File: config.mk
export PLATFORM = sky130hd
export DESIGN_NAME = rss_reset_sequencer
export DESIGN_NICKNAME = d
export VERILOG_FILES = /design/src/rtl/rss_pkg.sv /design/src/rtl/rss_reset_sequencer.sv
export VERILOG_INCLUDE_DIRS = /design/src /design/src/rtl
export SDC_FILE = /design/constraint.sdc
export NUM_CORES = 1
export LEC_CHECK = 0
export ABC_AREA = 0
export BUFFER_PORTS_ARGS = -buffer_cell sky130_fd_sc_hd__buf_2
export CORE_MARGIN = 4
export CORE_UTILIZATION = 45
export DETAILED_ROUTE_END_ITERATION = 16
export PLACE_DENSITY_LB_ADDON = 0.1
export SYNTH_ARGS = -nofsm -noshare
export SYNTH_HDL_FRONTEND = slang
export SYNTH_SLANG_ARGS = --single-unit
File: constraint.sdc
create_clock -name aclk -period 2.3 [get_ports aclk]
set_input_delay 0 -clock aclk [delete_from_list [all_inputs] [get_ports aclk]]
set_output_delay 0 -clock aclk [all_outputs]
set_load 0.005 [all_outputs]
File: src/rtl/rss_defines.svh
// Offsets, field positions, reset values and timing counts of the reset sequencer
`ifndef RSS_DEFINES_SVH
`define RSS_DEFINES_SVH

// Register byte offsets
`define RSS_OFF_STATUS   8'h00
`define RSS_OFF_WDOG     8'h04
`define RSS_OFF_CTRL     8'h08
`define RSS_OFF_PHASE    8'h0c

// Status bit positions
`define RSS_B_POR        7
`define RSS_B_EXT        6
`define RSS_B_WDOG       5
`define RSS_B_OPC        4
`define RSS_B_ADDR       3
`define RSS_B_MON        2
`define RSS_B_LOWV       1

// Control bit positions
`define RSS_B_STOP_EN    0
`define RSS_B_WDOG_EN    1

`define RSS_STATUS_POR   8'h82
`define RSS_CTRL_RST     8'h02
`define RSS_VECTOR_HI    16'hfffe
`define RSS_VECTOR_LO    16'hffff

// Timing: reference period and pin low time in ns, the other counts in reference clock cycles
`define RSS_REF_NS       20
`define RSS_STAB_CYC     4096
`define RSS_PIN_CYC      32
`define RSS_HOLD_CYC     32
`define RSS_T_RL_NS      100
`define RSS_T_RL_CYC     ((`RSS_T_RL_NS + `RSS_REF_NS - 1) / `RSS_REF_NS)

`define RSS_RESP_OKAY    2'b00
`define RSS_RESP_SLVERR  2'b10

`endif

File: src/rtl/rss_pkg.sv
// Types of the reset sequencer
package rss_pkg;

  typedef enum logic [2:0] {
    RSS_ST_RUN   = 3'h0,
    RSS_ST_DRIVE = 3'h1,
    RSS_ST_HOLD  = 3'h3,
    RSS_ST_STAB  = 3'h2,
    RSS_ST_LOWV  = 3'h6,
    RSS_ST_EXT   = 3'h7
  } rss_state_type;

  typedef struct packed {
    rss_state_type st;
    logic [12:0]   cnt;
    logic [19:0]   wdog;
    logic [3:0]    ext_cnt;
    logic          internal;
    logic [7:0]    status;
    logic [7:0]    ctrl;
    logic          aw_hold;
    logic [7:0]    aw_addr;
    logic          w_hold;
    logic [31:0]   w_data;
    logic          w_lane0;
    logic          awready;
    logic          wready;
    logic          bvalid;
    logic [1:0]    bresp;
    logic          arready;
    logic          rvalid;
    logic [31:0]   rdata;
    logic [1:0]    rresp;
    logic          cpu_reset;
    logic          clk_hold;
    logic          div4;
    logic          pin_oe;
    logic          vec_fetch;
    logic [15:0]   vec_addr;
  } rss_regs_type;

endpackage

File: src/rtl/rss_reset_sequencer.sv
// Reset sequencer with cause recording, watchdog and AXI4-Lite register access
`include "rss_defines.svh"

// Summary of operation
// - Any reset aborts running instruction immediately
// - CPU starts by fetching vector FFFE/FFFF
// - Every reset forces bus clock divide-by-four
// - Pin held low long enough: external reset
// - Internal reset drives pin low 32 cycles
// - Stay in reset 32 cycles after release
// - Power-on: clocks gated 4096 cycles, pin low
// - Pin released +32, CPU starts +64
// - Power-on sets power-on and low-supply flags only
// - Watchdog overflow resets and sets its flag
// - Any write to watchdog location restarts it
// - Low supply: pin low, then power-on timing
// - Unknown opcode resets, sets bad-opcode flag
// - Stop with stop disabled is bad opcode
// - Opcode fetch from unmapped address resets
// - Data access to unmapped address ignored
// - Status read-only, any read clears it
// - Flags accumulate until a read
// - Pin still low 32 after release: external
// - Forced monitor entry sets its flag
module rss_reset_sequencer
  import rss_pkg::*;
#(
  parameter int unsigned WDOG_LIMIT = 262144
)
(
  input  wire logic        aclk,
  input  wire logic        aresetn,
  input  wire logic [7:0]  s_axi_awaddr,
  input  wire logic        s_axi_awvalid,
  output logic             s_axi_awready,
  input  wire logic [31:0] s_axi_wdata,
  input  wire logic [3:0]  s_axi_wstrb,
  input  wire logic        s_axi_wvalid,
  output logic             s_axi_wready,
  output logic [1:0]       s_axi_bresp,
  output logic             s_axi_bvalid,
  input  wire logic        s_axi_bready,
  input  wire logic [7:0]  s_axi_araddr,
  input  wire logic        s_axi_arvalid,
  output logic             s_axi_arready,
  output logic [31:0]      s_axi_rdata,
  output logic [1:0]       s_axi_rresp,
  output logic             s_axi_rvalid,
  input  wire logic        s_axi_rready,
  input  wire logic        rst_pin_i,
  output logic             rst_pin_o,
  output logic             rst_pin_oe,
  input  wire logic        supply_low,
  input  wire logic        bad_opcode,
  input  wire logic        stop_exec,
  input  wire logic        fetch_valid,
  input  wire logic        fetch_is_opcode,
  input  wire logic        fetch_unmapped,
  input  wire logic        monitor_force,
  output logic             cpu_reset,
  output logic             clk_hold,
  output logic             bus_clk_div4,
  output logic             vector_fetch,
  output logic [15:0]      vector_addr
);

  rss_regs_type cur_r;
  rss_regs_type cur_nxt;

  // Index 0..3 for a mapped word, 4 for unmapped
  function automatic logic [2:0] reg_index(input logic [7:0] addr);
    case (addr)
      `RSS_OFF_STATUS: reg_index = 3'h0;
      `RSS_OFF_WDOG:   reg_index = 3'h1;
      `RSS_OFF_CTRL:   reg_index = 3'h2;
      `RSS_OFF_PHASE:  reg_index = 3'h3;
      default:         reg_index = 3'h4;
    endcase
  endfunction

  logic [7:0]  set_flags;
  logic        status_read;
  logic        wdog_kick;
  logic        cpu_cause;
  logic        ext_seen;
  logic [2:0]  w_idx;
  logic [2:0]  r_idx;

  always_comb
  begin
    cur_nxt     = cur_r;
    set_flags   = 8'h00;
    status_read = 1'b0;
    wdog_kick   = 1'b0;
    cpu_cause   = 1'b0;
    ext_seen    = 1'b0;
    w_idx       = reg_index(cur_r.aw_addr);
    r_idx       = reg_index(s_axi_araddr);
    cur_nxt.vec_fetch = 1'b0;

    // Write channel: address and data taken in either order
    if (s_axi_awvalid && cur_r.awready)
    begin
      cur_nxt.aw_hold = 1'b1;
      cur_nxt.aw_addr = s_axi_awaddr;
    end
    if (s_axi_wvalid && cur_r.wready)
    begin
      cur_nxt.w_hold  = 1'b1;
      cur_nxt.w_data  = s_axi_wdata;
      cur_nxt.w_lane0 = s_axi_wstrb[0];
    end
    if (s_axi_bvalid && s_axi_bready)
      cur_nxt.bvalid = 1'b0;
    if (cur_r.aw_hold && cur_r.w_hold && !cur_r.bvalid)
    begin
      cur_nxt.aw_hold = 1'b0;
      cur_nxt.w_hold  = 1'b0;
      cur_nxt.bvalid  = 1'b1;
      cur_nxt.bresp   = `RSS_RESP_OKAY;
      case (w_idx)
        3'h1: wdog_kick = 1'b1; // Any value, any lanes
        3'h2:
        begin
          if (cur_r.w_lane0)
            cur_nxt.ctrl = cur_r.w_data[7:0];
        end
        3'h0, 3'h3: cur_nxt.bresp = `RSS_RESP_OKAY; // Read-only, write dropped
        default: cur_nxt.bresp = `RSS_RESP_SLVERR;
      endcase
    end
    cur_nxt.awready = !cur_nxt.aw_hold;
    cur_nxt.wready  = !cur_nxt.w_hold;

    // Read channel
    if (s_axi_rvalid && s_axi_rready)
    begin
      cur_nxt.rvalid  = 1'b0;
      cur_nxt.arready = 1'b1;
    end
    if (s_axi_arvalid && cur_r.arready)
    begin
      cur_nxt.arready = 1'b0;
      cur_nxt.rvalid  = 1'b1;
      cur_nxt.rresp   = `RSS_RESP_OKAY;
      cur_nxt.rdata   = 32'h0000_0000;
      case (r_idx)
        3'h0:
        begin
          cur_nxt.rdata[7:0] = {cur_r.status[7:1], 1'b0};
          status_read        = 1'b1;
        end
        3'h1: cur_nxt.rdata[19:0] = cur_r.wdog;
        3'h2: cur_nxt.rdata[7:0]  = cur_r.ctrl;
        3'h3: cur_nxt.rdata[2:0]  = cur_r.st;
        default: cur_nxt.rresp = `RSS_RESP_SLVERR;
      endcase
    end

    // Causes raised by the CPU only count while it runs
    if (cur_r.st == RSS_ST_RUN)
    begin
      if (bad_opcode || (stop_exec && !cur_r.ctrl[`RSS_B_STOP_EN]))
      begin
        set_flags[`RSS_B_OPC] = 1'b1;
        cpu_cause = 1'b1;
      end
      // Data accesses to holes are ignored here
      if (fetch_valid && fetch_is_opcode && fetch_unmapped)
      begin
        set_flags[`RSS_B_ADDR] = 1'b1;
        cpu_cause = 1'b1;
      end
      if (monitor_force)
      begin
        set_flags[`RSS_B_MON] = 1'b1;
        cpu_cause = 1'b1;
      end
      if (cur_r.ctrl[`RSS_B_WDOG_EN] &&
          cur_r.wdog == 20'(WDOG_LIMIT - 1) && !wdog_kick)
      begin
        set_flags[`RSS_B_WDOG] = 1'b1;
        cpu_cause = 1'b1;
      end
    end

    // Watchdog counts only while the CPU runs
    if (wdog_kick || cur_r.st != RSS_ST_RUN)
      cur_nxt.wdog = 20'h00000;
    else if (cur_r.ctrl[`RSS_B_WDOG_EN])
      cur_nxt.wdog = cur_r.wdog + 20'h00001;

    // Pin low filter, only when we are not driving it ourselves
    if (!rst_pin_i && !cur_r.pin_oe && cur_r.st == RSS_ST_RUN)
    begin
      if (cur_r.ext_cnt == 4'(`RSS_T_RL_CYC - 1))
        ext_seen = 1'b1;
      else
        cur_nxt.ext_cnt = cur_r.ext_cnt + 4'h1;
    end
    else
      cur_nxt.ext_cnt = 4'h0;

    cur_nxt.cnt = cur_r.cnt + 13'h0001;
    case (cur_r.st)
      RSS_ST_RUN:
      begin
        if (cpu_cause)
        begin
          cur_nxt.st       = RSS_ST_DRIVE;
          cur_nxt.cnt      = 13'h0000;
          cur_nxt.internal = 1'b1;
        end
        else if (ext_seen)
        begin
          set_flags[`RSS_B_EXT] = 1'b1;
          cur_nxt.st       = RSS_ST_EXT;
          cur_nxt.internal = 1'b0;
        end
      end
      RSS_ST_EXT:
      begin
        // Held until the outside party lets go
        if (rst_pin_i)
        begin
          cur_nxt.st  = RSS_ST_HOLD;
          cur_nxt.cnt = 13'h0000;
        end
      end
      RSS_ST_LOWV:
      begin
        if (!supply_low)
        begin
          cur_nxt.st  = RSS_ST_STAB;
          cur_nxt.cnt = 13'h0000;
        end
      end
      RSS_ST_STAB:
      begin
        if (cur_r.cnt == 13'(`RSS_STAB_CYC - 1))
        begin
          cur_nxt.st  = RSS_ST_DRIVE;
          cur_nxt.cnt = 13'h0000;
        end
      end
      RSS_ST_DRIVE:
      begin
        if (cur_r.cnt == 13'(`RSS_PIN_CYC - 1))
        begin
          cur_nxt.st  = RSS_ST_HOLD;
          cur_nxt.cnt = 13'h0000;
        end
      end
      RSS_ST_HOLD:
      begin
        if (cur_r.cnt == 13'(`RSS_HOLD_CYC - 1))
        begin
          cur_nxt.st        = RSS_ST_RUN;
          cur_nxt.vec_fetch = 1'b1;
          if (cur_r.internal && !rst_pin_i)
            set_flags[`RSS_B_EXT] = 1'b1;
        end
      end
      default:
      begin
        cur_nxt.st  = RSS_ST_STAB;
        cur_nxt.cnt = 13'h0000;
      end
    endcase

    // Low supply overrides every phase
    if (supply_low)
    begin
      set_flags[`RSS_B_LOWV] = 1'b1;
      cur_nxt.st       = RSS_ST_LOWV;
      cur_nxt.cnt      = 13'h0000;
      cur_nxt.internal = 1'b1;
    end

    // A set in the clearing cycle survives the clear
    cur_nxt.status = ((status_read ? 8'h00 : cur_r.status) | set_flags) & 8'hfe;

    cur_nxt.cpu_reset = (cur_nxt.st != RSS_ST_RUN);
    cur_nxt.div4      = (cur_nxt.st != RSS_ST_RUN);
    cur_nxt.clk_hold  = (cur_nxt.st == RSS_ST_STAB) ||
                        (cur_nxt.st == RSS_ST_LOWV);
    cur_nxt.pin_oe    = (cur_nxt.st == RSS_ST_STAB) ||
                        (cur_nxt.st == RSS_ST_LOWV) ||
                        (cur_nxt.st == RSS_ST_DRIVE);
    cur_nxt.vec_addr  = cur_nxt.vec_fetch ? `RSS_VECTOR_HI : cur_r.vec_addr;
  end

  always_ff @(posedge aclk)
  begin
    if (!aresetn)
    begin
      // Power-on: begin the stabilisation delay
      cur_r           <= '0;
      cur_r.st        <= RSS_ST_STAB;
      cur_r.status    <= `RSS_STATUS_POR;
      cur_r.ctrl      <= `RSS_CTRL_RST;
      cur_r.internal  <= 1'b1;
      cur_r.awready   <= 1'b1;
      cur_r.wready    <= 1'b1;
      cur_r.arready   <= 1'b1;
      cur_r.cpu_reset <= 1'b1;
      cur_r.clk_hold  <= 1'b1;
      cur_r.div4      <= 1'b1;
      cur_r.pin_oe    <= 1'b1;
      cur_r.vec_addr  <= `RSS_VECTOR_HI;
    end
    else
      cur_r <= cur_nxt;
  end

  assign s_axi_awready = cur_r.awready;
  assign s_axi_wready  = cur_r.wready;
  assign s_axi_bvalid  = cur_r.bvalid;
  assign s_axi_bresp   = cur_r.bresp;
  assign s_axi_arready = cur_r.arready;
  assign s_axi_rvalid  = cur_r.rvalid;
  assign s_axi_rdata   = cur_r.rdata;
  assign s_axi_rresp   = cur_r.rresp;
  // Open-drain: only ever pulls low
  assign rst_pin_o     = 1'b0;
  assign rst_pin_oe    = cur_r.pin_oe;
  assign cpu_reset     = cur_r.cpu_reset;
  assign clk_hold      = cur_r.clk_hold;
  assign bus_clk_div4  = cur_r.div4;
  assign vector_fetch  = cur_r.vec_fetch;
  assign vector_addr   = cur_r.vec_addr;

endmodule

# == Word-level counts from Yosys, hierarchy flattened ==
# Index checks and enable logic that the tools add are counted.
# word_totals
reg_bits,133
input_bits,67
out_inout_bits,63
elab_cells,147
# classes
addsub,3
n_eq_ne,23
n_mux,51
bitwise,2
n_reduce_logical,43
# ops
operator,count
case mux 13 bit (5 select lines),1
two-way mux 16 bit,4
two-way mux 36 bit,1
case mux 3 bit (4 select lines),3
two-way mux 34 bit,1
equality test 8 x 4 -> 1 bit (second input constant),4
two-way mux 1 bit,26
equality test 3 x 2 -> 1 bit (second input constant),7
adder 20 x 1 -> 20 bit (second input constant),1
equality test 20 x 18 -> 1 bit (second input constant),1
equality test 8 x 3 -> 1 bit (second input constant),2
zero test 8 bit,2
logical AND 1 bit,15
case mux 3 bit (5 select lines),1
case mux 5 bit (3 select lines),1
adder 13 x 1 -> 13 bit (second input constant),1
equality test 13 x 12 -> 1 bit (second input constant),1
equality test 13 x 5 -> 1 bit (second input constant),1
two-way mux 13 bit,1
equality test 3 x 1 -> 1 bit (second input constant),4
two-way mux 12 bit,1
two-way mux 3 bit,4
zero test 3 bit,3
two-way mux 9 bit,1
17 further kinds,35

# == Depth between registers and ports, before layout ==
# Gate-level depths: netlist of run 1.
# logic_depth
ltp_word,15
mapped_depth,9
depth_no_buf,8

# == Least setup slack after synthesis of run 1 ==
# No wires, ideal clock.
# synth_path
path_type,register to register
from,register cur_r[122] (netlist name)
to,"register cur_r, in the netlist rst_pin_oe"
setup_time_ns,0.123
arrival_ns,1.783
required_ns,2.177
path_slack_ns,0.394
stages_incl_launch_ff,9
path_buffers,0
period_less_slack_ns,1.906
cell_sequence,dfxtp_1 > inv_1 > ha_1 > nand3b_1 > or4b_1 > a311oi_1 > a211oi_1 > nor2_1 > mux2i_1
# synth_via
elab_chain_cells,10
elab_cells_between_ends,12
classes_between,eq/ne: 4; mux: 6; reduce/logical: 2
# synth_lines
item,line_no,text
"start, declared",rss_reset_sequencer.sv:67,rss_regs_type cur_r;
"start signal, assigned",rss_reset_sequencer.sv:313,cur_r <= cur_nxt;
equality test 4 x 3 -> 1 bit (*),rss_reset_sequencer.sv:196,if (cur_r.ext_cnt == 4'(`RSS_T_RL_CYC - 1))
two-way mux 1 bit (*),rss_reset_sequencer.sv:196,
two-way mux 1 bit (*),rss_reset_sequencer.sv:194,if (!rst_pin_i && !cur_r.pin_oe && cur_r.st == RSS_ST_RUN)
two-way mux 3 bit (*),rss_reset_sequencer.sv:214,else if (ext_seen)
two-way mux 3 bit (*),rss_reset_sequencer.sv:208,if (cpu_cause)
case mux 3 bit (5 select lines) (*),rss_reset_sequencer.sv:205,case (cur_r.st)
two-way mux 16 bit (*),rss_reset_sequencer.sv:272,if (supply_low)
equality test 3 x 2 -> 1 bit / equality test 3 bit (equally long branches),"rss_reset_sequencer.sv:287, rss_reset_sequencer.sv:288",
logical OR 1 bit,rss_reset_sequencer.sv:287,cur_nxt.pin_oe = (cur_nxt.st == RSS_ST_STAB) ||
logical OR 1 bit (*),rss_reset_sequencer.sv:288,(cur_nxt.st == RSS_ST_LOWV) ||
# Mark *: on every way between the ends. The rest lies on a longest branch, timed or not.
# A chain may end at the register's enable or synchronous reset.

# == Final worst setup path of run 1 ==
# layout_path
from,register cur_r[127] (netlist name)
to,"register cur_r, in the netlist rst_pin_oe"
# layout_via
elab_chain_cells,11
elab_cells_between_ends,13
classes_between,eq/ne: 4; mux: 5; reduce/logical: 4
# layout_lines
item,line_no,text
equality test 20 x 18 -> 1 bit (*),rss_reset_sequencer.sv:180,cur_r.wdog == 20'(WDOG_LIMIT - 1) && !wdog_kick)
logical AND 1 bit (*) (2 in series),rss_reset_sequencer.sv:179,if (cur_r.ctrl[`RSS_B_WDOG_EN] &&
two-way mux 1 bit (*),rss_reset_sequencer.sv:179,
two-way mux 1 bit (*),rss_reset_sequencer.sv:161,if (cur_r.st == RSS_ST_RUN)
two-way mux 3 bit (*),rss_reset_sequencer.sv:208,
case mux 3 bit (5 select lines) (*),rss_reset_sequencer.sv:205,
two-way mux 16 bit (*),rss_reset_sequencer.sv:272,
equality test 3 x 2 -> 1 bit / equality test 3 bit (equally long branches),"rss_reset_sequencer.sv:287, rss_reset_sequencer.sv:288",
logical OR 1 bit,rss_reset_sequencer.sv:287,
logical OR 1 bit (*),rss_reset_sequencer.sv:288,
# Marked as above.

==> impl_metrics.yaml, run 1 <==
floorplanning:
  fp.dieArea_um2: 12300
  io_pins: 130
  rows: 37
  core_um2: 10300
  die_width_um: 111
  die_y_um: 111
  initial_core_util_pct: 46.2
critical_path:
  path_class: "flip-flop to flip-flop"
  reg2reg_slack_ns: 0.20
  cp.required_ns: 2.60
  start_kind: "flip-flop"
  cp.depth: 7
  rr_worst_depth: 7
  path_cells: "ha_1 > nand2_1 > nor4_4 > nand4_1 > nand3b_1 > o2111a_1 > mux2i_1"
  crit_fanout: 6
  crit_family: "simple AND/OR/NAND/NOR gates"
  cp_slowest_cell: "dfxtp_1"
  worst_setup_path_end_kind: "flip-flop"
  crit_buf_inv: 0
  slowest_delay_ns: 0.43
  cp.arrival_ns: 2.39
sta:
  post-route-period-util_pct: 91.3
  rsz0062_at_grt: "no"
  fin_crit_ns: 2.10
  fin_setup_tns_ns: 0
  skew_ns: 0.0166
  setup_violations: 0
  clock.fmax_mhz: 476
  worst_pin_slew_ns: 0.626
  hold_viol: 0
  slew_headroom_pct: 57.9
  maxSlewViolCount: 0
run_status:
  status: "complete, no violations"
synth:
  muxShareOfSynthArea_pct: 4.62
  yosys.area_share.simple_pct: 23.1
  yosys.area_share.adder_pct: 1.05
  synth_area_leaders: "dfxtp_1 44%, buf_4 8.5%, nor2_1 6.1%, nand2_1 5.9%, xor2_1 4.0%"
  synth-xor-area-share_pct: 5.51
  yosys.area.top_type: "dfxtp_1"
  synth_top_family_by_area: "simple AND/OR/NAND/NOR gates"
  synthArstFlopShare_pct: 0
  synth-main-ff-cell: "dfxtp_1"
  synth_area_um2: 4770
  syn_inst: 553
  synth_cell_type_count: 51
  synth_top_area_share_pct: 44.5
  synth_compound_area_share_pct: 9.63
  synth-edff-count: 0
  synth.top_cells.by_count: "106 x dfxtp_1, 78 x nor2_1, 75 x nand2_1"
  yosysMostFrequentCell: "dfxtp_1"
  synth.avg_cell_area_um2: 8.62
  ys_ff_latch: 106
  seq_area_frac_synth_pct: 44.5
  yosys_warnings: 0
final_layout:
  final.fill_count: 980
  drive_gt1_share_pct: 17.9
  final_core_util_pct: 52.9
  n_antenna_cell: 0
  stdcell_count: 768
  nets: 698
  syn2layout_area_growth_pct: 14.6
clock_tree:
  h-tree-depth: 3
  cts.sinks: 106
  clk_pin_slew_worst_paths_ns: 0.10
  cts_buffer_depth: 2
  cts_made_buffers: 9
  post_cts_buffers: 0
  clock_insertion_delay_worst_skew_ns: 0.37
  cts_tree: "yes"
  root_buffer: "clkbuf_8"
placement:
  gp_congestion: 0.811
  place_hpwl_um: 7270
  dp.cells: 728
  buffer_ports.inserted: 71
drt:
  drcViolationCount: 0
  vias_per_cell: 4.88
  drt_iter0_markers: 185
  ant_nets: 0
  first_pass_iters: 5
  wl_per_cell_um: 12.8
  routed_wl_um: 9870
  via_count: 3748
power:
  leakagePower_nw: 2.29
  power_density_nw_per_um2: 600
  vdd_drop_max_uv: 431
global_routing:
  grt_max_degree: 50
  grt_first_pass_wirelength_um: 16600
  track_usage_pct: 16.1
  grt.overflow.total: 0
  grt_antenna_before_repair: 0
  grt_pass1_vias: 3466
hold_path:
  hold_path.class: "primary input to flip-flop"
  hold_depth: 3
run:
  max_cap_violations: 0
==> cell usage in the layout (no fill, tap or decap), types with 3 or more instances in the layout <==
cell type      instances
and3_1                 4
and4_1                 6
xnor2_1                8
dfxtp_1              106
and2_1                 6
conb_1                31
nand3_1               23
nor2_1                78
nand2b_1               3
dlygate4sd3_1         24
nor2b_1                3
inv_6                  3
clkbuf_8               9
ha_1                   4
mux2i_1               16
nand4_1               14
o21ai_0               13
xor2_1                22
nand3b_1               3
buf_4                 15
a21oi_1               24
buf_2                 71
nand2_1               75
inv_1                 12
a22oi_1               20
nor4_1                 4
==> registers in the layout, summed over array words and instances (netlist names) <==
register and cells:
s_axi_bvalid 1, s_axi_awready 1, rst_pin_oe 1, s_axi_rresp 1
s_axi_rdata 20, s_axi_rvalid 1, s_axi_arready 1, cur_r 75
clk_hold 1, bus_clk_div4 1, vector_fetch 1, s_axi_bresp 1
s_axi_wready 1
==> repair_timing <==
action,in CTS,in global routing
gates resized for setup,0,1
hold endpoints to repair,26,0
endpoints found under the setup margin,0,2
hold buffers,24,0
==> metal layers <==
metal	track usage [%]	routed length, µm
met5	0	0
met4	5.17	113
met3	2.67	432
met2	24.8	4350
met1	23.0	4970
==> area by class of cell <==
| type | instances | area (µm²) | share of cell area (%) |
|---|---|---|---|
| Clock buffer | 10 | 128 | 2.34 |
| Clock inverter | 6 | 71.3 | 1.31 |
| Inverter | 12 | 45.0 | 0.824 |
| Multi-Input combinational cell | 388 | 2220 | 40.6 |
| Sequential cell | 106 | 2120 | 38.8 |
| Tap cell | 136 | 170 | 3.11 |
| Timing Repair Buffer | 110 | 708 | 13.0 |
==> where the power goes <==
| part | internal [mW] | switching, mW | total [mW] |
|---|---|---|---|
| logic | 0.100 | 0.124 | 0.225 |
| registers | 1.87 | 0.0225 | 1.89 |
| clock network | 0.516 | 0.647 | 1.16 |
==> metrics by stage <==
step	cell area (µm²)	power [mW]	hold WS, ns	worst slack (ns)
3_5_place_dp	5020	2.13	0.251	0.179
5_1_grt	5460	3.43	0.0320	0.0102
2_1_floorplan	4880	2.09	0.130	0.394
3_3_place_gp	5020	2.12	0.242	0.241
6_report	5460	3.28	0.0299	0.201
4_1_cts	5460	3.32	0.0125	0.154
==> worst min-delay path: cells and delay by family <==
family                 cells  cell delay, ns
buffers and inverters      2            0.29
AND/OR/NAND/NOR            1            0.06
==> kinds of logic after synthesis <==
group,Yosys count
flops,106
other cells,2
compound gates,71
mux,19
simple gates,233
xor+xnor,30
fa+ha+maj,4
buf+inv,88
==> worst paths after layout <==
path | startpoint | end
hold reg to reg | cur_r[120] | cur_r[120]
hold / removal | aresetn | cur_r[120]
setup reg to reg | cur_r[127] | rst_pin_oe
setup / recovery | cur_r[127] | rst_pin_oe
No activity file was read; power rests on OpenSTA's default activity.
==> run 2, diff against run 1 <==
Settings changed: CTS_CLUSTER_SIZE set to 14.
Clock period 2.3 ns to 2.2 ns, I/O delays scaled along.
==> run 2 against run 1 <==
Against the previous run:
- non-clock buffer count rose by 7
- flip-flop and latch count did not move
- worst setup slack worse by 0.043 ns
- worst hold slack worse by 0.018 ns
- total power increased by 2.3%
- die area did not move
- clock power is essentially flat
- critical path type unchanged
- critical endpoint unchanged
==> impl_metrics.yaml, run 2 (synthesized netlist as in run 1, its figures left out) <==
run_status:
  status: "complete, no violations"
final_layout:
  nets: 705
  syn2layout_area_growth_pct: 15.5
  stdcell_count: 775
  drive_gt1_share_pct: 19.2
  layout_common_cells: "105 x dfxtp_1, 78 x nor2_1, 75 x nand2_1"
  n_antenna_cell: 0
  top_register: "cur_r"
  final_area_um2: 5510
  final_common_cell: "dfxtp_1"
  largest_reg_flops: 75
power:
  netSwitchingFraction_pct: 25.5
  seqPwrFrac_pct: 58.9
  p_int_mw: 2.50
  clkPwrFrac_pct: 34.0
  leakagePower_nw: 2.33
  pwr-share-comb_pct: 7.0
  switchingPower_uw: 857
  power.total_mw: 3.35
  power_density_nw_per_um2: 609
  vdd_drop_max_uv: 301
critical_path:
  cp.required_ns: 2.47
  slowest_delay_ns: 0.57
  start_kind: "flip-flop"
  crit_fanout: 4
  worst_setup_path_end_kind: "flip-flop"
  cp_slowest_cell: "or4b_4"
  crit_buf_inv: 1
  cp.arrival_ns: 2.31
  path_cells: "inv_1 > ha_1 > nand3b_1 > or4b_4 > a311oi_2 > a211oi_1 > nor2_1 > mux2i_1"
  crit_family: "simple AND/OR/NAND/NOR gates"
  path_class: "flip-flop to flip-flop"
drt:
  wl_per_cell_um: 13.2
  drt_iter0_markers: 176
  drcViolationCount: 0
  routed_wl_um: 10200
  ant_nets: 0
  vias_per_cell: 4.92
  via_count: 3811
  first_pass_iters: 4
global_routing:
  grt_antenna_before_repair: 0
  grt_max_degree: 50
  grt_pass1_vias: 3612
  grt_first_pass_wirelength_um: 17100
  grt.overflow.total: 0
  track_usage_pct: 16.5
clock_tree:
  cts_made_buffers: 9
  cts.sinks: 106
  h-tree-depth: 3
  root_buffer: "clkbuf_8"
  clock_insertion_delay_worst_skew_ns: 0.37
  cts_tree: "yes"
  clk_pin_slew_worst_paths_ns: 0.11
  cts_buffer_depth: 2
hold_path:
  hold_path.class: "primary input to flip-flop"
floorplanning:
  core_um2: 10300
  fp.dieArea_um2: 12300
  io_pins: 130
  rows: 37
  die_width_um: 111
  initial_core_util_pct: 46.2
  die_y_um: 111
placement:
  place_area_um2: 5040
  dp.cells: 731
  gp_congestion: 0.832
  buffer_ports.inserted: 71
  place_hpwl_um: 7490
sta:
  fin_crit_ns: 2.04
  worst_pin_slew_ns: 0.562
  worst_hold_slack_ns: 0.0120
  skew_ns: 0.0161
  clock.fmax_mhz: 490
  post-route-period-util_pct: 92.8
  setup_violations: 0
  slew_headroom_pct: 62.2
  hold_viol: 0
  maxSlewViolCount: 0
run:
  max_cap_violations: 0
## run 2: cell count changes in the layout (fill, tap and decap cells not counted)
cell,change
bufinv_16,-1
a311oi_1,-1
and4_2,+1
inv_8,+1
dfxtp_2,+1
clkinvlp_4,-2
and4_1,-1
clkinv_4,+1
inv_6,+1
dfxtp_1,-1
buf_4,+7
a311oi_2,+1
## run 2: final timing paths
check	from	to	slack, ns	cells after the start
setup / recovery	cur_r[122]	rst_pin_oe	0.16	8
hold / removal	aresetn	cur_r[106]	0.01	3
setup reg to reg	cur_r[122]	rst_pin_oe	0.16	8
hold reg to reg	cur_r[115]	cur_r[115]	0.45	2
## run 2: layout make-up
| type | count | area, µm² |
|---|---|---|
| multi-input cells | 388 | 2230 |
| clock buffers | 10 | 128 |
| inverters | 12 | 45.0 |
| fillers | 1001 | 4810 |
| clock inverters | 6 | 55.1 |
| flip-flops and latches | 106 | 2120 |
| well taps | 136 | 170 |
| repair buffers | 117 | 761 |
## run 2: per-layer routing
| layer | GRT usage (%) | part of all wire (%) | up-vias |
|---|---|---|---|
| li1 | - | - | 1954 |
| met1 | 22.7 | 49 | 1770 |
| met2 | 26.8 | 45 | 83 |
| met3 | 3.11 | 5.1 | 4 |
| met4 | 4.43 | 0.60 | 0 |
| met5 | 0 | 0 | - |
## run 2: tightest hold or removal path, stage by stage
cell	delay, ns
buf_2	0.11
buf_4	0.18
nand2_1	0.06
## run 2: what timing repair did
action / CTS / global route
hold buffers: 24 / 0
resized for setup: 0 / 4
buffers inserted: 0 / 4
hold endpoints to repair: 27 / 0
endpoints found under the setup margin: 0 / 2
## run 2: metrics by stage
stage	setup slack [ns]	utilization, %	TNS, ns
after floorplan	0.294	-	0
after global placement	0.200	48.9	0
after detailed placement	0.123	48.9	0
after CTS	0.101	53.0	0
after global routing	-0.0143	53.4	-0.0143
final	0.158	53.4	0
## run 2: power groups by stage
stage          Clock [mW]  Sequential [mW]  Combinational (mW)
2_1_floorplan           0             2.02               0.165
3_3_place_gp            0             2.02               0.201
3_5_place_dp            0             2.02               0.203
4_1_cts              1.18             1.98               0.236
5_1_grt              1.25             1.98               0.267
6_report             1.14             1.98               0.236
==> run 3, diff against run 2 <==
Settings changed: RECOVER_POWER set to 50.
==> run 3 against run 2 <==
Against the previous run:
- worst setup slack improved by 0.0021 ns
- via count fell by 0.39%
- critical path depth did not move
- wire length fell by 0.41%
- first-iteration DRC count rose by 0.57%
- total power fell by 0.33%
- non-clock buffer count did not move
- worst hold slack improved by 0.0039 ns
- utilization fell by 0.29 points
- combinational power fell by 2%
- clock skew fell by 0.00081 ns
- global-route usage did not move
- critical endpoint unchanged
==> impl_metrics.yaml, run 3 (synthesized netlist as in run 1, its figures left out) <==
floorplanning:
  io_pins: 130
  die_y_um: 111
  rows: 37
  core_um2: 10300
  fp.dieArea_um2: 12300
  initial_core_util_pct: 46.2
  die_width_um: 111
hold_path:
  hold_path.class: "primary input to flip-flop"
final_layout:
  syn2layout_area_growth_pct: 14.9
  drive_gt1_share_pct: 16.4
  top_register: "cur_r"
  layout_common_cells: "105 x dfxtp_1, 78 x nor2_1, 75 x nand2_1"
  final.fill_count: 1003
  largest_reg_flops: 75
  nets: 705
  n_antenna_cell: 0
  final_common_cell: "dfxtp_1"
drt:
  drt_iter0_markers: 177
  via_count: 3796
  ant_nets: 0
  routed_wl_um: 10200
  drcViolationCount: 0
  wl_per_cell_um: 13.1
  vias_per_cell: 4.90
  first_pass_iters: 4
power:
  power_density_nw_per_um2: 610
  vdd_drop_max_uv: 300
  power.total_mw: 3.34
  leakagePower_nw: 2.26
clock_tree:
  cts_buffer_depth: 2
  clk_pin_slew_worst_paths_ns: 0.11
  clock_insertion_delay_worst_skew_ns: 0.37
  cts.sinks: 106
  h-tree-depth: 3
  cts_made_buffers: 9
  cts_tree: "yes"
  root_buffer: "clkbuf_8"
global_routing:
  grt_antenna_before_repair: 0
  grt_first_pass_wirelength_um: 17100
  grt_pass1_vias: 3612
  track_usage_pct: 16.5
  grt_max_degree: 50
  grt.overflow.total: 0
sta:
  maxSlewViolCount: 0
  clock.fmax_mhz: 490
  fin_setup_tns_ns: 0
  worst_hold_slack_ns: 0.0159
  fin_crit_ns: 2.04
  post-route-period-util_pct: 92.7
  setup_violations: 0
  worst_pin_slew_ns: 0.934
  hold_viol: 0
  slew_headroom_pct: 37.7
  skew_ns: 0.0153
critical_path:
  worst_setup_path_end_kind: "flip-flop"
  cp.required_ns: 2.46
  cp.arrival_ns: 2.30
  path_class: "flip-flop to flip-flop"
  crit_fanout: 4
  start_kind: "flip-flop"
run:
  max_cap_violations: 0
placement:
  place_hpwl_um: 7490
  gp_congestion: 0.832
  buffer_ports.inserted: 71
run_status:
  status: "complete, no violations"
## run 3: changes by cell type in the layout (fill, tap and decap cells not counted), moves of 3 or more
cell,previous run,this run
and2_0,0,3
buf_2,71,55
clkbuf_1,1,18
and2_1,6,3
## run 3: metal layers
layer	track usage (%)	share of wire [%]
met3	3.11	4.3
met5	0	0
met4	4.43	0.81
met2	26.8	45
met1	22.7	50
## run 3: worst max-delay path, stage by stage (launching register included)
cell	delay [ns]
dfxtp_1	0.36
inv_1	0.07
ha_1	0.18
nand3b_1	0.14
or4b_4	0.56
a311oi_2	0.25
a211oi_1	0.09
nor2_1	0.18
mux2i_1	0.09
## run 3: final timing paths
| kind | startpoint | to | slack, ns | cells past startpoint |
|---|---|---|---|---|
| setup / recovery | cur_r[122] | rst_pin_oe | 0.16 | 8 |
| setup reg to reg | cur_r[122] | rst_pin_oe | 0.16 | 8 |
| hold reg to reg | cur_r[115] | cur_r[115] | 0.45 | 2 |
| hold / removal | aresetn | cur_r[106] | 0.02 | 3 |
## run 3: cell type report
class	count	area (µm²)	share of cell area, %
well taps	136	170	3.11
clock buffers	10	128	2.33
flip-flops and latches	106	2120	38.8
clock inverters	6	55.1	1.00
multi-input cells	388	2220	40.5
inverters	12	45.0	0.822
repair buffers	117	737	13.5
## run 3: through the flow
step	cells	utilization [%]	area, µm²	worst slack (ns)
floorplan	582	-	4880	0.294
global placement	731	48.9	5040	0.200
detailed placement	731	48.9	5040	0.123
CTS	771	53.0	5470	0.101
global route	775	53.1	5480	-0.0143
finish	775	53.1	5480	0.160
## run 3: where the power goes
part           internal (mW)  leakage, nW  switching (mW)  total [mW]
combinational          0.102         1.30           0.130       0.232
clock                  0.439       0.0942           0.695        1.13
sequential              1.95        0.860          0.0237        1.98
## run 3: what timing repair did
item / 4_1_cts / 5_1_grt
hold endpoints to repair: 27 / 0
endpoints found under the setup margin: 0 / 2
resized for setup: 0 / 4
buffers inserted: 0 / 4
hold buffers: 24 / 0
